## src/core/fcs_regs.svh

```systemverilog
// Constants of the clock synthesis control block: offsets, fields, counts.
// Assumes a 32-bit Avalon-MM slave with byte addresses on 8 bits.
//
// Contract
// [RULE_01] Four inputs; with external feedback off all four may be chosen.
// [RULE_02] Software selects exactly one input as the synthesis reference.
// [RULE_03] Clock and feedback paths each have a loss detector on a prescaler.
// [RULE_04] The host checks the loss alarms before it goes on reprogramming.
// [RULE_05] The loop feedback ratio is held inside the oscillator's range.
// [RULE_06] Output dividers alternate two integer ratios for exact average.
// [RULE_07] The divider tracks its phase error and corrects its edges.
// [RULE_08] Fractional mode keeps the output at most oscillator over eight.
// [RULE_09] Bypass mode offers only the integer ratios four and six.
// [RULE_10] The host uses at most the quarter and sixth above one eighth.
// [RULE_11] Each output frequency steps up or down by a chosen increment.
// [RULE_12] Each output phase steps by a chosen amount.
// [RULE_13] The selected reference can drive an output directly.
// [RULE_14] One interrupt shows unmasked loss of lock or loss of signal.
// [RULE_15] Enable and steps come from software or optionally from pins.
// [RULE_16] The stored configuration is applied after every power up.
// [RULE_17] A loss alarm sets after a window without edges, clears on edge.
`ifndef FCS_REGS_SVH
`define FCS_REGS_SVH
// Register byte offsets
`define FCS_OFF_CTRL    8'h00
`define FCS_OFF_STATUS  8'h04
`define FCS_OFF_OUTEN   8'h08
`define FCS_OFF_CMD     8'h0c
`define FCS_OFF_FBDIV   8'h10
`define FCS_OFF_RATIO   8'h20
`define FCS_OFF_STEP    8'h30
`define FCS_OFF_PSTEP   8'h40
// Control fields
`define FCS_CTRL_EXTFB  2
`define FCS_CTRL_PINS   3
`define FCS_CTRL_MSKC   4
`define FCS_CTRL_MSKF   5
`define FCS_CTRL_MSKL   6
// Reset values and limits
`define FCS_RATIO_RST   32'h00a00000
`define FCS_FBDIV_RST   12'h064
`define FCS_FB_MIN      12'h010
`define FCS_FB_MAX      12'h800
`define FCS_MS_MIN      12'h008
`define FCS_BYP_LO      12'h004
`define FCS_BYP_HI      12'h006
`define FCS_LOS_WIN     8'h40
`endif

```

## src/core/fcs_pkg.sv

```systemverilog
// Types of the clock synthesis control block.
// Assumes fcs_regs.svh is included by the design that uses them.
package fcs_pkg;
  // Whole state of the control block
  typedef struct packed {
    logic [11:0]       s1;
    logic [11:0]       s2;
    logic [11:0]       s3;
    logic              loaded;
    logic              wait_r;
    logic [31:0]       rdata;
    logic [7:0]        ctrl;
    logic [15:0]       outen;
    logic [11:0]       fbdiv;
    logic [3:0][31:0]  ratio;
    logic [3:0][19:0]  step;
    logic [3:0][7:0]   pstep;
    logic [3:0][19:0]  acc;
    logic [3:0][13:0]  cnt;
    logic [3:0]        oclk;
    logic [1:0][7:0]   los_cnt;
    logic [1:0]        los;
    logic              intr;
    logic              synth_ref;
    logic [1:0]        eff_sel;
  } fcs_state_t;
endpackage : fcs_pkg

```

## src/core/fcs_ctrl.sv

```systemverilog
// Control logic of a four-output fractional clock synthesiser.
// Assumes prescaler outputs, lock and control pins are asynchronous.
//
// The implementer's own choices: the register offsets and the Avalon-MM slave port.
`timescale 1ns/1ns
`include "fcs_regs.svh"
module fcs_ctrl
  import fcs_pkg::*;
(
  // Clock, reset, enable
  input  wire logic        CORE_CLK,
  input  wire logic        RST_N,
  input  wire logic        CE,
  // Avalon-MM slave
  input  wire logic [7:0]  AVS_ADDRESS,
  input  wire logic        AVS_READ,
  input  wire logic        AVS_WRITE,
  input  wire logic [31:0] AVS_WRITEDATA,
  input  wire logic [3:0]  AVS_BYTEENABLE,
  output logic      [31:0] AVS_READDATA,
  output logic             AVS_WAITREQUEST,
  // Inputs and prescaler outputs
  input  wire logic [3:0]  REF_IN,
  input  wire logic        CLOCK_INPUT_PRESCALER,
  input  wire logic        FEEDBACK_INPUT_PRESCALER,
  input  wire logic        PLL_LOCKED,
  // Optional control pins
  input  wire logic        OE_PIN,
  input  wire logic        FINC_PIN,
  input  wire logic        FDEC_PIN,
  input  wire logic        PINC_PIN,
  input  wire logic        PDEC_PIN,
  // Stored default configuration
  input  wire logic [7:0]  NVM_CTRL,
  input  wire logic [15:0] NVM_OUTEN,
  // Results
  output logic             SYNTH_REF,
  output logic      [1:0]  REF_SEL,
  output logic      [11:0] FB_RATIO,
  output logic      [3:0]  OUT_CLK,
  output logic             CLOCK_INPUT_LOSS_ALARM,
  output logic             FEEDBACK_INPUT_LOSS_ALARM,
  output logic             INTR
);

  fcs_state_t st_reg;
  fcs_state_t st_next;

  logic [11:0] pins;
  logic [11:0] rise;
  logic [1:0]  edg;
  logic [31:0] rd_mux;
  logic [31:0] wmask;
  logic [15:0] cmd;
  logic [1:0]  ch;
  logic [11:0] int_eff;
  logic [19:0] frac_eff;
  logic [20:0] sum;
  logic [31:0] rt;
  logic [13:0] ph;
  logic        oe_all;

  // Pin order kept by the synchroniser
  assign pins = {REF_IN, CLOCK_INPUT_PRESCALER, FEEDBACK_INPUT_PRESCALER,
                 PLL_LOCKED, OE_PIN, FINC_PIN, FDEC_PIN, PINC_PIN,
                 PDEC_PIN};

  // Byte lanes to bit mask
  always_comb begin
    for (int b = 0; b < 4; b++) begin
      wmask[b*8 +: 8] = {8{AVS_BYTEENABLE[b]}};
    end
  end

  // Read data selection
  always_comb begin
    rd_mux = 32'h0;
    ch     = AVS_ADDRESS[3:2];
    unique case (AVS_ADDRESS[7:4])
      4'h0: begin
        if (AVS_ADDRESS[3:2] == 2'h0) begin
          rd_mux = {24'h0, st_reg.ctrl};
        end else if (AVS_ADDRESS[3:2] == 2'h1) begin
          rd_mux = {26'h0, st_reg.loaded, st_reg.eff_sel,
                    ~st_reg.s2[5], st_reg.los};
        end else if (AVS_ADDRESS[3:2] == 2'h2) begin
          rd_mux = {16'h0, st_reg.outen};
        end
      end
      4'h1: begin
        if (AVS_ADDRESS[3:2] == 2'h0) begin
          rd_mux = {20'h0, st_reg.fbdiv};
        end
      end
      4'h2: rd_mux = st_reg.ratio[ch];
      4'h3: rd_mux = {12'h0, st_reg.step[ch]};
      4'h4: rd_mux = {24'h0, st_reg.pstep[ch]};
      default: rd_mux = 32'h0;
    endcase
  end

  // Next state of the whole block
  always_comb begin
    st_next  = st_reg;
    rise     = 12'h0;
    edg      = 2'h0;
    cmd      = 16'h0;
    int_eff  = 12'h0;
    frac_eff = 20'h0;
    sum      = 21'h0;
    rt       = 32'h0;
    ph       = 14'h0;
    oe_all   = 1'b1;
    if (CE) begin
      // Two flip-flops before use, third stage for edges
      st_next.s1 = pins;
      st_next.s2 = st_reg.s1;
      st_next.s3 = st_reg.s2;
      rise = st_reg.s2 & ~st_reg.s3;
      edg  = st_reg.s2[7:6] ^ st_reg.s3[7:6];

      // Stored configuration taken once after reset
      if (!st_reg.loaded) begin
        st_next.loaded = 1'b1;                     // [RULE_16]
        st_next.ctrl   = NVM_CTRL;                 // [RULE_16]
        st_next.outen  = NVM_OUTEN;                // [RULE_16]
      end

      // Bus slave: one wait cycle, then the access completes
      if (st_reg.wait_r) begin
        if ((AVS_READ || AVS_WRITE) && st_reg.loaded) begin
          st_next.wait_r = 1'b0;
          st_next.rdata  = rd_mux;
        end
      end else begin
        st_next.wait_r = 1'b1;
        if (AVS_WRITE) begin
          unique case (AVS_ADDRESS[7:4])
            4'h0: begin
              if (ch == 2'h0) begin
                st_next.ctrl = (st_reg.ctrl & ~wmask[7:0]) |
                               (AVS_WRITEDATA[7:0] & wmask[7:0]); // [RULE_02]
              end else if (ch == 2'h2) begin
                st_next.outen = (st_reg.outen & ~wmask[15:0]) |
                                (AVS_WRITEDATA[15:0] & wmask[15:0]);
              end else if (ch == 2'h3) begin
                cmd = AVS_WRITEDATA[15:0] & wmask[15:0];  // [RULE_15]
              end
            end
            4'h1: begin
              if (ch == 2'h0) begin
                rt[11:0] = (st_reg.fbdiv & ~wmask[11:0]) |
                           (AVS_WRITEDATA[11:0] & wmask[11:0]);
                // Keep the oscillator inside its range
                if (rt[11:0] < `FCS_FB_MIN) begin
                  st_next.fbdiv = `FCS_FB_MIN;             // [RULE_05]
                end else if (rt[11:0] > `FCS_FB_MAX) begin
                  st_next.fbdiv = `FCS_FB_MAX;             // [RULE_05]
                end else begin
                  st_next.fbdiv = rt[11:0];
                end
              end
            end
            4'h2: st_next.ratio[ch] = (st_reg.ratio[ch] & ~wmask) |
                                      (AVS_WRITEDATA & wmask);
            4'h3: st_next.step[ch] = (st_reg.step[ch] & ~wmask[19:0]) |
                                     (AVS_WRITEDATA[19:0] & wmask[19:0]);
            4'h4: st_next.pstep[ch] = (st_reg.pstep[ch] & ~wmask[7:0]) |
                                      (AVS_WRITEDATA[7:0] & wmask[7:0]);
            default: ;
          endcase
        end
      end

      // Pin edges act on all four outputs in pin control
      if (st_reg.ctrl[`FCS_CTRL_PINS]) begin
        oe_all = st_reg.s2[4];                             // [RULE_15]
        cmd = cmd | {{4{rise[0]}}, {4{rise[1]}},
                     {4{rise[2]}}, {4{rise[3]}}};          // [RULE_15]
      end

      // Reference selector; feedback inputs kept out in external feedback
      if (st_reg.ctrl[`FCS_CTRL_EXTFB]) begin
        st_next.eff_sel = {1'b0, st_reg.ctrl[0]};          // [RULE_01]
      end else begin
        st_next.eff_sel = st_reg.ctrl[1:0];                // [RULE_01]
      end
      st_next.synth_ref = st_reg.s2[8 + st_reg.eff_sel];   // [RULE_02]

      // Loss detectors on the two prescaler outputs
      for (int d = 0; d < 2; d++) begin
        if (edg[d]) begin
          st_next.los_cnt[d] = 8'h0;                       // [RULE_17]
          st_next.los[d]     = 1'b0;                       // [RULE_17]
        end else if (st_reg.los_cnt[d] == `FCS_LOS_WIN - 8'h1) begin
          st_next.los[d]     = 1'b1;                       // [RULE_03]
        end else begin
          st_next.los_cnt[d] = st_reg.los_cnt[d] + 8'h1;
        end
      end

      // Masked interrupt from loss of signal and loss of lock
      st_next.intr = (st_reg.los[1] & ~st_reg.ctrl[`FCS_CTRL_MSKC]) |
                     (st_reg.los[0] & ~st_reg.ctrl[`FCS_CTRL_MSKF]) |
                     (~st_reg.s2[5] & ~st_reg.ctrl[`FCS_CTRL_MSKL]); // [RULE_14]

      // Output dividers, one per channel
      for (int i = 0; i < 4; i++) begin
        // Frequency steps move the ratio by the chosen increment
        rt = st_next.ratio[i];
        if (cmd[i]) begin
          rt = rt - {12'h0, st_reg.step[i]};               // [RULE_11]
        end
        if (cmd[4 + i]) begin
          rt = rt + {12'h0, st_reg.step[i]};               // [RULE_11]
        end
        st_next.ratio[i] = rt;
        // Integer part and fraction in use
        if (st_reg.outen[8 + i]) begin
          int_eff  = st_reg.outen[12 + i] ? `FCS_BYP_HI
                                          : `FCS_BYP_LO;  // [RULE_09]
          frac_eff = 20'h0;                                // [RULE_09]
        end else begin
          int_eff  = (st_reg.ratio[i][31:20] < `FCS_MS_MIN) ? `FCS_MS_MIN
                     : st_reg.ratio[i][31:20];             // [RULE_08]
          frac_eff = st_reg.ratio[i][19:0];
        end
        ph = st_reg.cnt[i];
        // Phase steps shift the next edge
        if (cmd[8 + i]) begin
          ph = ph + {6'h0, st_reg.pstep[i]};               // [RULE_12]
        end
        if (cmd[12 + i]) begin
          ph = (ph > {6'h0, st_reg.pstep[i]})
               ? ph - {6'h0, st_reg.pstep[i]} : 14'h0;     // [RULE_12]
        end
        if (!(st_reg.outen[i] && oe_all)) begin
          st_next.oclk[i] = 1'b0;
          st_next.cnt[i]  = 14'h0;
        end else if (st_reg.outen[4 + i]) begin
          st_next.oclk[i] = st_reg.synth_ref;              // [RULE_13]
        end else if (ph == 14'h0) begin
          // Carry of the accumulated error picks the longer ratio
          sum = {1'b0, st_reg.acc[i]} + {1'b0, frac_eff};  // [RULE_06]
          st_next.acc[i]  = sum[19:0];                     // [RULE_07]
          st_next.cnt[i]  = {2'h0, int_eff} + {13'h0, sum[20]}
                            - 14'h1;                       // [RULE_06]
          st_next.oclk[i] = ~st_reg.oclk[i];
        end else begin
          st_next.cnt[i] = ph - 14'h1;
        end
      end
    end
  end

  // State register
  always_ff @(posedge CORE_CLK or negedge RST_N) begin
    if (!RST_N) begin
      st_reg         <= '0;
      st_reg.wait_r  <= 1'b1;
      st_reg.fbdiv   <= `FCS_FBDIV_RST;
      st_reg.ratio   <= {4{`FCS_RATIO_RST}};
      st_reg.s1[5]   <= 1'b1;
      st_reg.s2[5]   <= 1'b1;
    end else begin
      st_reg <= st_next;
    end
  end

  // Outputs straight from the state register
  assign AVS_READDATA              = st_reg.rdata;
  assign AVS_WAITREQUEST           = st_reg.wait_r;
  assign SYNTH_REF                 = st_reg.synth_ref;
  assign REF_SEL                   = st_reg.eff_sel;
  assign FB_RATIO                  = st_reg.fbdiv;
  assign OUT_CLK                   = st_reg.oclk;
  assign CLOCK_INPUT_LOSS_ALARM    = st_reg.los[1];
  assign FEEDBACK_INPUT_LOSS_ALARM = st_reg.los[0];
  assign INTR                      = st_reg.intr;

  // --------------------------------------------------------------
  // Checks
  // --------------------------------------------------------------
  property p_extfb_sel;
    @(posedge CORE_CLK) disable iff (!RST_N)
      (CE && st_reg.ctrl[`FCS_CTRL_EXTFB]) |=> !REF_SEL[1];
  endproperty
  a_extfb_sel: assert property (p_extfb_sel) // [RULE_01]
    else $error("Feedback input chosen in external feedback");

  property p_ref_sel;
    @(posedge CORE_CLK) disable iff (!RST_N)
      (CE && !st_reg.ctrl[`FCS_CTRL_EXTFB])
        |=> REF_SEL == $past(st_reg.ctrl[1:0]);
  endproperty
  a_ref_sel: assert property (p_ref_sel) // [RULE_02]
    else $error("Reference selection not followed");

  property p_los_set;
    @(posedge CORE_CLK) disable iff (!RST_N)
      (CE && !edg[1] && st_reg.los_cnt[1] == `FCS_LOS_WIN - 8'h1)
        |=> CLOCK_INPUT_LOSS_ALARM;
  endproperty
  a_los_set: assert property (p_los_set) // [RULE_17]
    else $error("Loss alarm missing after quiet window");

  property p_los_clr;
    @(posedge CORE_CLK) disable iff (!RST_N)
      (CE && edg[0]) |=> !FEEDBACK_INPUT_LOSS_ALARM;
  endproperty
  a_los_clr: assert property (p_los_clr) // [RULE_03]
    else $error("Loss alarm kept despite an edge");

  property p_frac_min;
    @(posedge CORE_CLK) disable iff (!RST_N)
      (CE && st_reg.outen[0] && !st_reg.outen[4] && !st_reg.outen[8]
       && oe_all && !cmd[8] && st_reg.cnt[0] == 14'h0)
        |=> st_reg.cnt[0] >= 14'h7;
  endproperty
  a_frac_min: assert property (p_frac_min) // [RULE_08]
    else $error("Fractional ratio below eight");

  property p_bypass;
    @(posedge CORE_CLK) disable iff (!RST_N)
      (CE && st_reg.outen[1] && !st_reg.outen[5] && st_reg.outen[9]
       && oe_all && !cmd[9] && st_reg.cnt[1] == 14'h0)
        |=> st_reg.cnt[1] == 14'h3 || st_reg.cnt[1] == 14'h5;
  endproperty
  a_bypass: assert property (p_bypass) // [RULE_09]
    else $error("Bypass ratio not four or six");

  property p_toggle;
    @(posedge CORE_CLK) disable iff (!RST_N)
      (CE && st_reg.outen[2] && !st_reg.outen[6] && oe_all
       && !cmd[10] && st_reg.cnt[2] == 14'h0)
        |=> OUT_CLK[2] != $past(OUT_CLK[2]);
  endproperty
  a_toggle: assert property (p_toggle) // [RULE_06]
    else $error("Divider edge missing at terminal count");

  property p_intr;
    @(posedge CORE_CLK) disable iff (!RST_N)
      (CE && st_reg.los[1] && !st_reg.ctrl[`FCS_CTRL_MSKC]) |=> INTR;
  endproperty
  a_intr: assert property (p_intr) // [RULE_14]
    else $error("Unmasked loss did not raise interrupt");

  property p_nvm;
    @(posedge CORE_CLK) disable iff (!RST_N)
      (CE && RST_N && !st_reg.loaded)
        |=> st_reg.loaded && st_reg.outen == $past(NVM_OUTEN);
  endproperty
  a_nvm: assert property (p_nvm) // [RULE_16]
    else $error("Stored configuration not applied");

endmodule : fcs_ctrl

```

## config.mk

```make
export PLATFORM = sky130hd
export DESIGN_NAME = fcs_ctrl
export DESIGN_NICKNAME = d
export VERILOG_FILES = /design/src/core/fcs_pkg.sv /design/src/core/fcs_ctrl.sv
export VERILOG_INCLUDE_DIRS = /design/src /design/src/core
export SDC_FILE = /design/constraint.sdc
export NUM_CORES = 2
export LEC_CHECK = 0
export BUFFER_PORTS_ARGS = -buffer_cell sky130_fd_sc_hd__clkbuf_2
export CORE_ASPECT_RATIO = 0.9
export CORE_MARGIN = 1
export CORE_UTILIZATION = 40
export DETAILED_ROUTE_END_ITERATION = 16
export GPL_ROUTABILITY_DRIVEN = 0
export HOLD_SLACK_MARGIN = 0.06
export PLACE_DENSITY = 0.54
export SLEW_MARGIN = 40
export SYNTH_ARGS = -nofsm -noshare
export SYNTH_HDL_FRONTEND = slang
export SYNTH_SLANG_ARGS = --single-unit
```

## constraint.sdc

```tcl
create_clock -name CORE_CLK -period 10.7 [get_ports CORE_CLK]
set_input_delay 2.14 -clock CORE_CLK [delete_from_list [all_inputs] [get_ports CORE_CLK]]
set_output_delay 2.14 -clock CORE_CLK [all_outputs]
set_load 0.05 [all_outputs]
```

==> metrics <==
pin count of the biggest net entering global routing 136; CTS Buf Count 67; CTS Buffer Depth 3; r2r endpoint st_reg[333]; Clock Skews 0.0397 ns; commonest non-fill, non-tap cell in the layout nor2_1; Crit Path Class input pin to flop; worst reg2reg setup slack 3.22 ns; Net Sw Frac 47.9%; Port Buf Inserts 137; Max-slew headroom 36.2%; crit path launch type input pin; Hold Path Origin AVS_READDATA[17]; Reg2Reg Depth 25; synth unique cells 109; Comb pwr share about 58%; largest area contributor in the netlist dfrtp_1; hold slack 0.466 ns; # DRC 0; class of the worst hold path flop to flop; Yosys Warn Count 0; top cell type's share of synthesized area 26.0%; power density cells 258 mW/mm²; commonest non-fill, non-tap cells in the layout 581 x nor2_1, 577 x a21oi_1, 570 x nand2_1; core area 0.116 mm²; Final Hold Fails 0; Final Slew Violations 0; Highest Clock Rate 0.105 GHz; die width 363 µm; antenna-violating nets left 0; Synth Instances 5776; hold buffers post-CTS 0; first-pass GRT wire length 263 mm; #FFs+latches synth 502; final setup TNS 0 ns; sequential area share after synthesis 26.8%; CTS root buffer clkbuf_16; Skew-Pair Late Insertion Delay 0.68 ns; P_sw around 6400 µW; Min-Delay Path Depth 2; main area contributors after synthesis dfrtp_1 26%, ha_1 8.7%, a21oi_1 6.2%; Post-synth EDFFs 0; Max-Cap Viols 0; Final Cycle Share roughly nine tenths; Nets 6218; post-CTS resize count 0; Synth Cell Area roughly 0.047 mm²; worst vdd ir 0.252 mV; vias in the first global route around 40k; actual slew at the worst max-slew pin around 0.95 ns; WP data arrival roughly 10 ns; Via density 6.05; Clock power frac roughly 18%; fin crit period 9.54 ns; worst-path maximum fanout 14; die area 0.119 mm²; Place WS around 0.72 ns; Reg2Reg Launch Point st_reg[371]; Seq pwr share about a quarter; detailed placement HPWL 139 mm; htree depth 3; CP Capture Type flop; Ports 140; Setup Buffers After CTS 0; worst setup margin 1.16 ns; status complete, no violations; drt total wl roughly 180 mm; final-report setup violation count 0; max FFs per register 423; gr ovfl total 0; Design Power 13300 µW; initial core utilization 40.6%; CTS Sinks 502; wire per inst 23.9 µm; Ant. Diodes 0; CTS tree built; Post-synth top flop dfrtp_1; syn_area_per_cell between 8 and 9 µm²; syn_nets 6207; Critical Path RT about 11 ns; leakage 0.0227 µW; share of layout cells above drive strength 1 roughly an eighth; DR pass1 iterations 6; fillcell total 11.8k; # rows between 100 and 150; Post-synth ARST share 100%; antenna violations before repair 5; Die H 327 µm; WHS Endpoint AVS_READDATA[17]; vias 44.8k; GRT Total Usage 29.2%; P&R area growth vs syn 10.1%; drt initial violations 4336; internal power 6940 µW; Worst-path clk slew 0.07 ns; RSZ-0062 raised after global routing no
power by group through the flow:
stage                     registers, µW  clock network (µW)  logic, µW
after floorplan                    2730                   0       5870
after global routing               3190                2510       8560
after CTS                          3120                2440       7650
after global placement             3150                   0       7480
after detailed placement           3150                   0       7600
final                              3150                2400       7780
layer usage:
layer  share of wire, %  global-route usage [%]  up-vias
li1                   -                       -    21100
met1                 46                    42.4    21700
met2                 42                    43.1     1706
met3                8.4                    6.17      288
met4                3.4                    9.36        2
met5             0.0074                       0        -
layout make-up:
class / instances / area, µm² / area share, %
clock inverter: 28 / 304 / 0.588
multi-input combinational: 4703 / 32200 / 62.4
inverter: 260 / 977 / 1.89
clock buffer: 94 / 1980 / 3.83
tap: 1560 / 1950 / 3.78
sequential: 502 / 12600 / 24.3
timing repair buffer: 253 / 1660 / 3.22
worst max-delay path, stage by stage:
cell and delay [ns]:
clkbuf_2 0.18, or4b_1 0.97, or3_2 0.79, a21oi_1 0.25
ha_1 0.20, inv_1 0.06, fa_1 0.42, a21o_1 0.19
a21oi_1 0.33, nand3b_1 0.17, nand4_1 0.19, o311ai_0 0.37
buf_4 0.21, nor2b_1 0.16, xnor2_1 0.14, nor2_1 0.06
a21oi_1 0.20, ha_1 0.24, nand2_1 0.13, nor2_1 0.15
o2111ai_1 0.33, a2111oi_0 0.84, o32a_1 0.46, and4_1 0.42
a211oi_1 0.12, or3b_1 0.37
worst max-delay path by stage:
stage / startpoint / end / slack [ns] / depth (start not counted)
after CTS: AVS_ADDRESS[4] / st_reg[333] / 1.42 / 26
after global routing: AVS_ADDRESS[4] / st_reg[333] / 0.91 / 26
after global placement: AVS_ADDRESS[4] / st_reg[333] / 0.68 / 26
after detailed placement: AVS_ADDRESS[4] / st_reg[333] / 0.72 / 26
after floorplan: AVS_ADDRESS[2] / st_reg[333] / 1.83 / 31
final: AVS_ADDRESS[4] / st_reg[333] / 1.16 / 26
synthesized netlist by cell type, types with 42 or more instances:
cell and number:
o31ai_1 47, buf_4 54, xnor2_1 235, mux4_2 60
nand3_1 137, xor2_1 115, nor3_1 127, a211oi_1 61
a31oi_1 61, o21a_1 64, dfrtp_1 488, a21o_1 115
a21oi_1 578, nor2_1 589, inv_1 258, ha_1 326
nor4_1 42, o211ai_1 59, o21ai_0 336, mux2_2 138
and3_1 47, a21boi_0 44, nor2b_1 123, nand4_1 47
or3_1 43, nand2_1 570, clkbuf_1 197, mux2i_1 82
nand2b_1 47
logic make-up after synthesis:
family | after synthesis | share of synthesized area [%]
buffers and inverters | 571 | 5.07
and+or+nand+nor | 1948 | 19.7
AOI/OAI and AO/OA | 1777 | 24.4
adders and majority gates | 346 | 9.54
muxes | 281 | 7.96
xor gates and xnor gates | 351 | 6.58
DFF | 502 | 26.8
metrics by stage:
stage	util, %	instance area (µm²)	cells
2_1_floorplan	-	46900	5776
3_3_place_gp	42.5	49200	7275
3_5_place_dp	42.6	49300	7277
4_1_cts	44.6	51600	7399
5_1_grt	44.6	51700	7400
6_report	44.6	51700	7400
(Power assumes the default switching activity.)
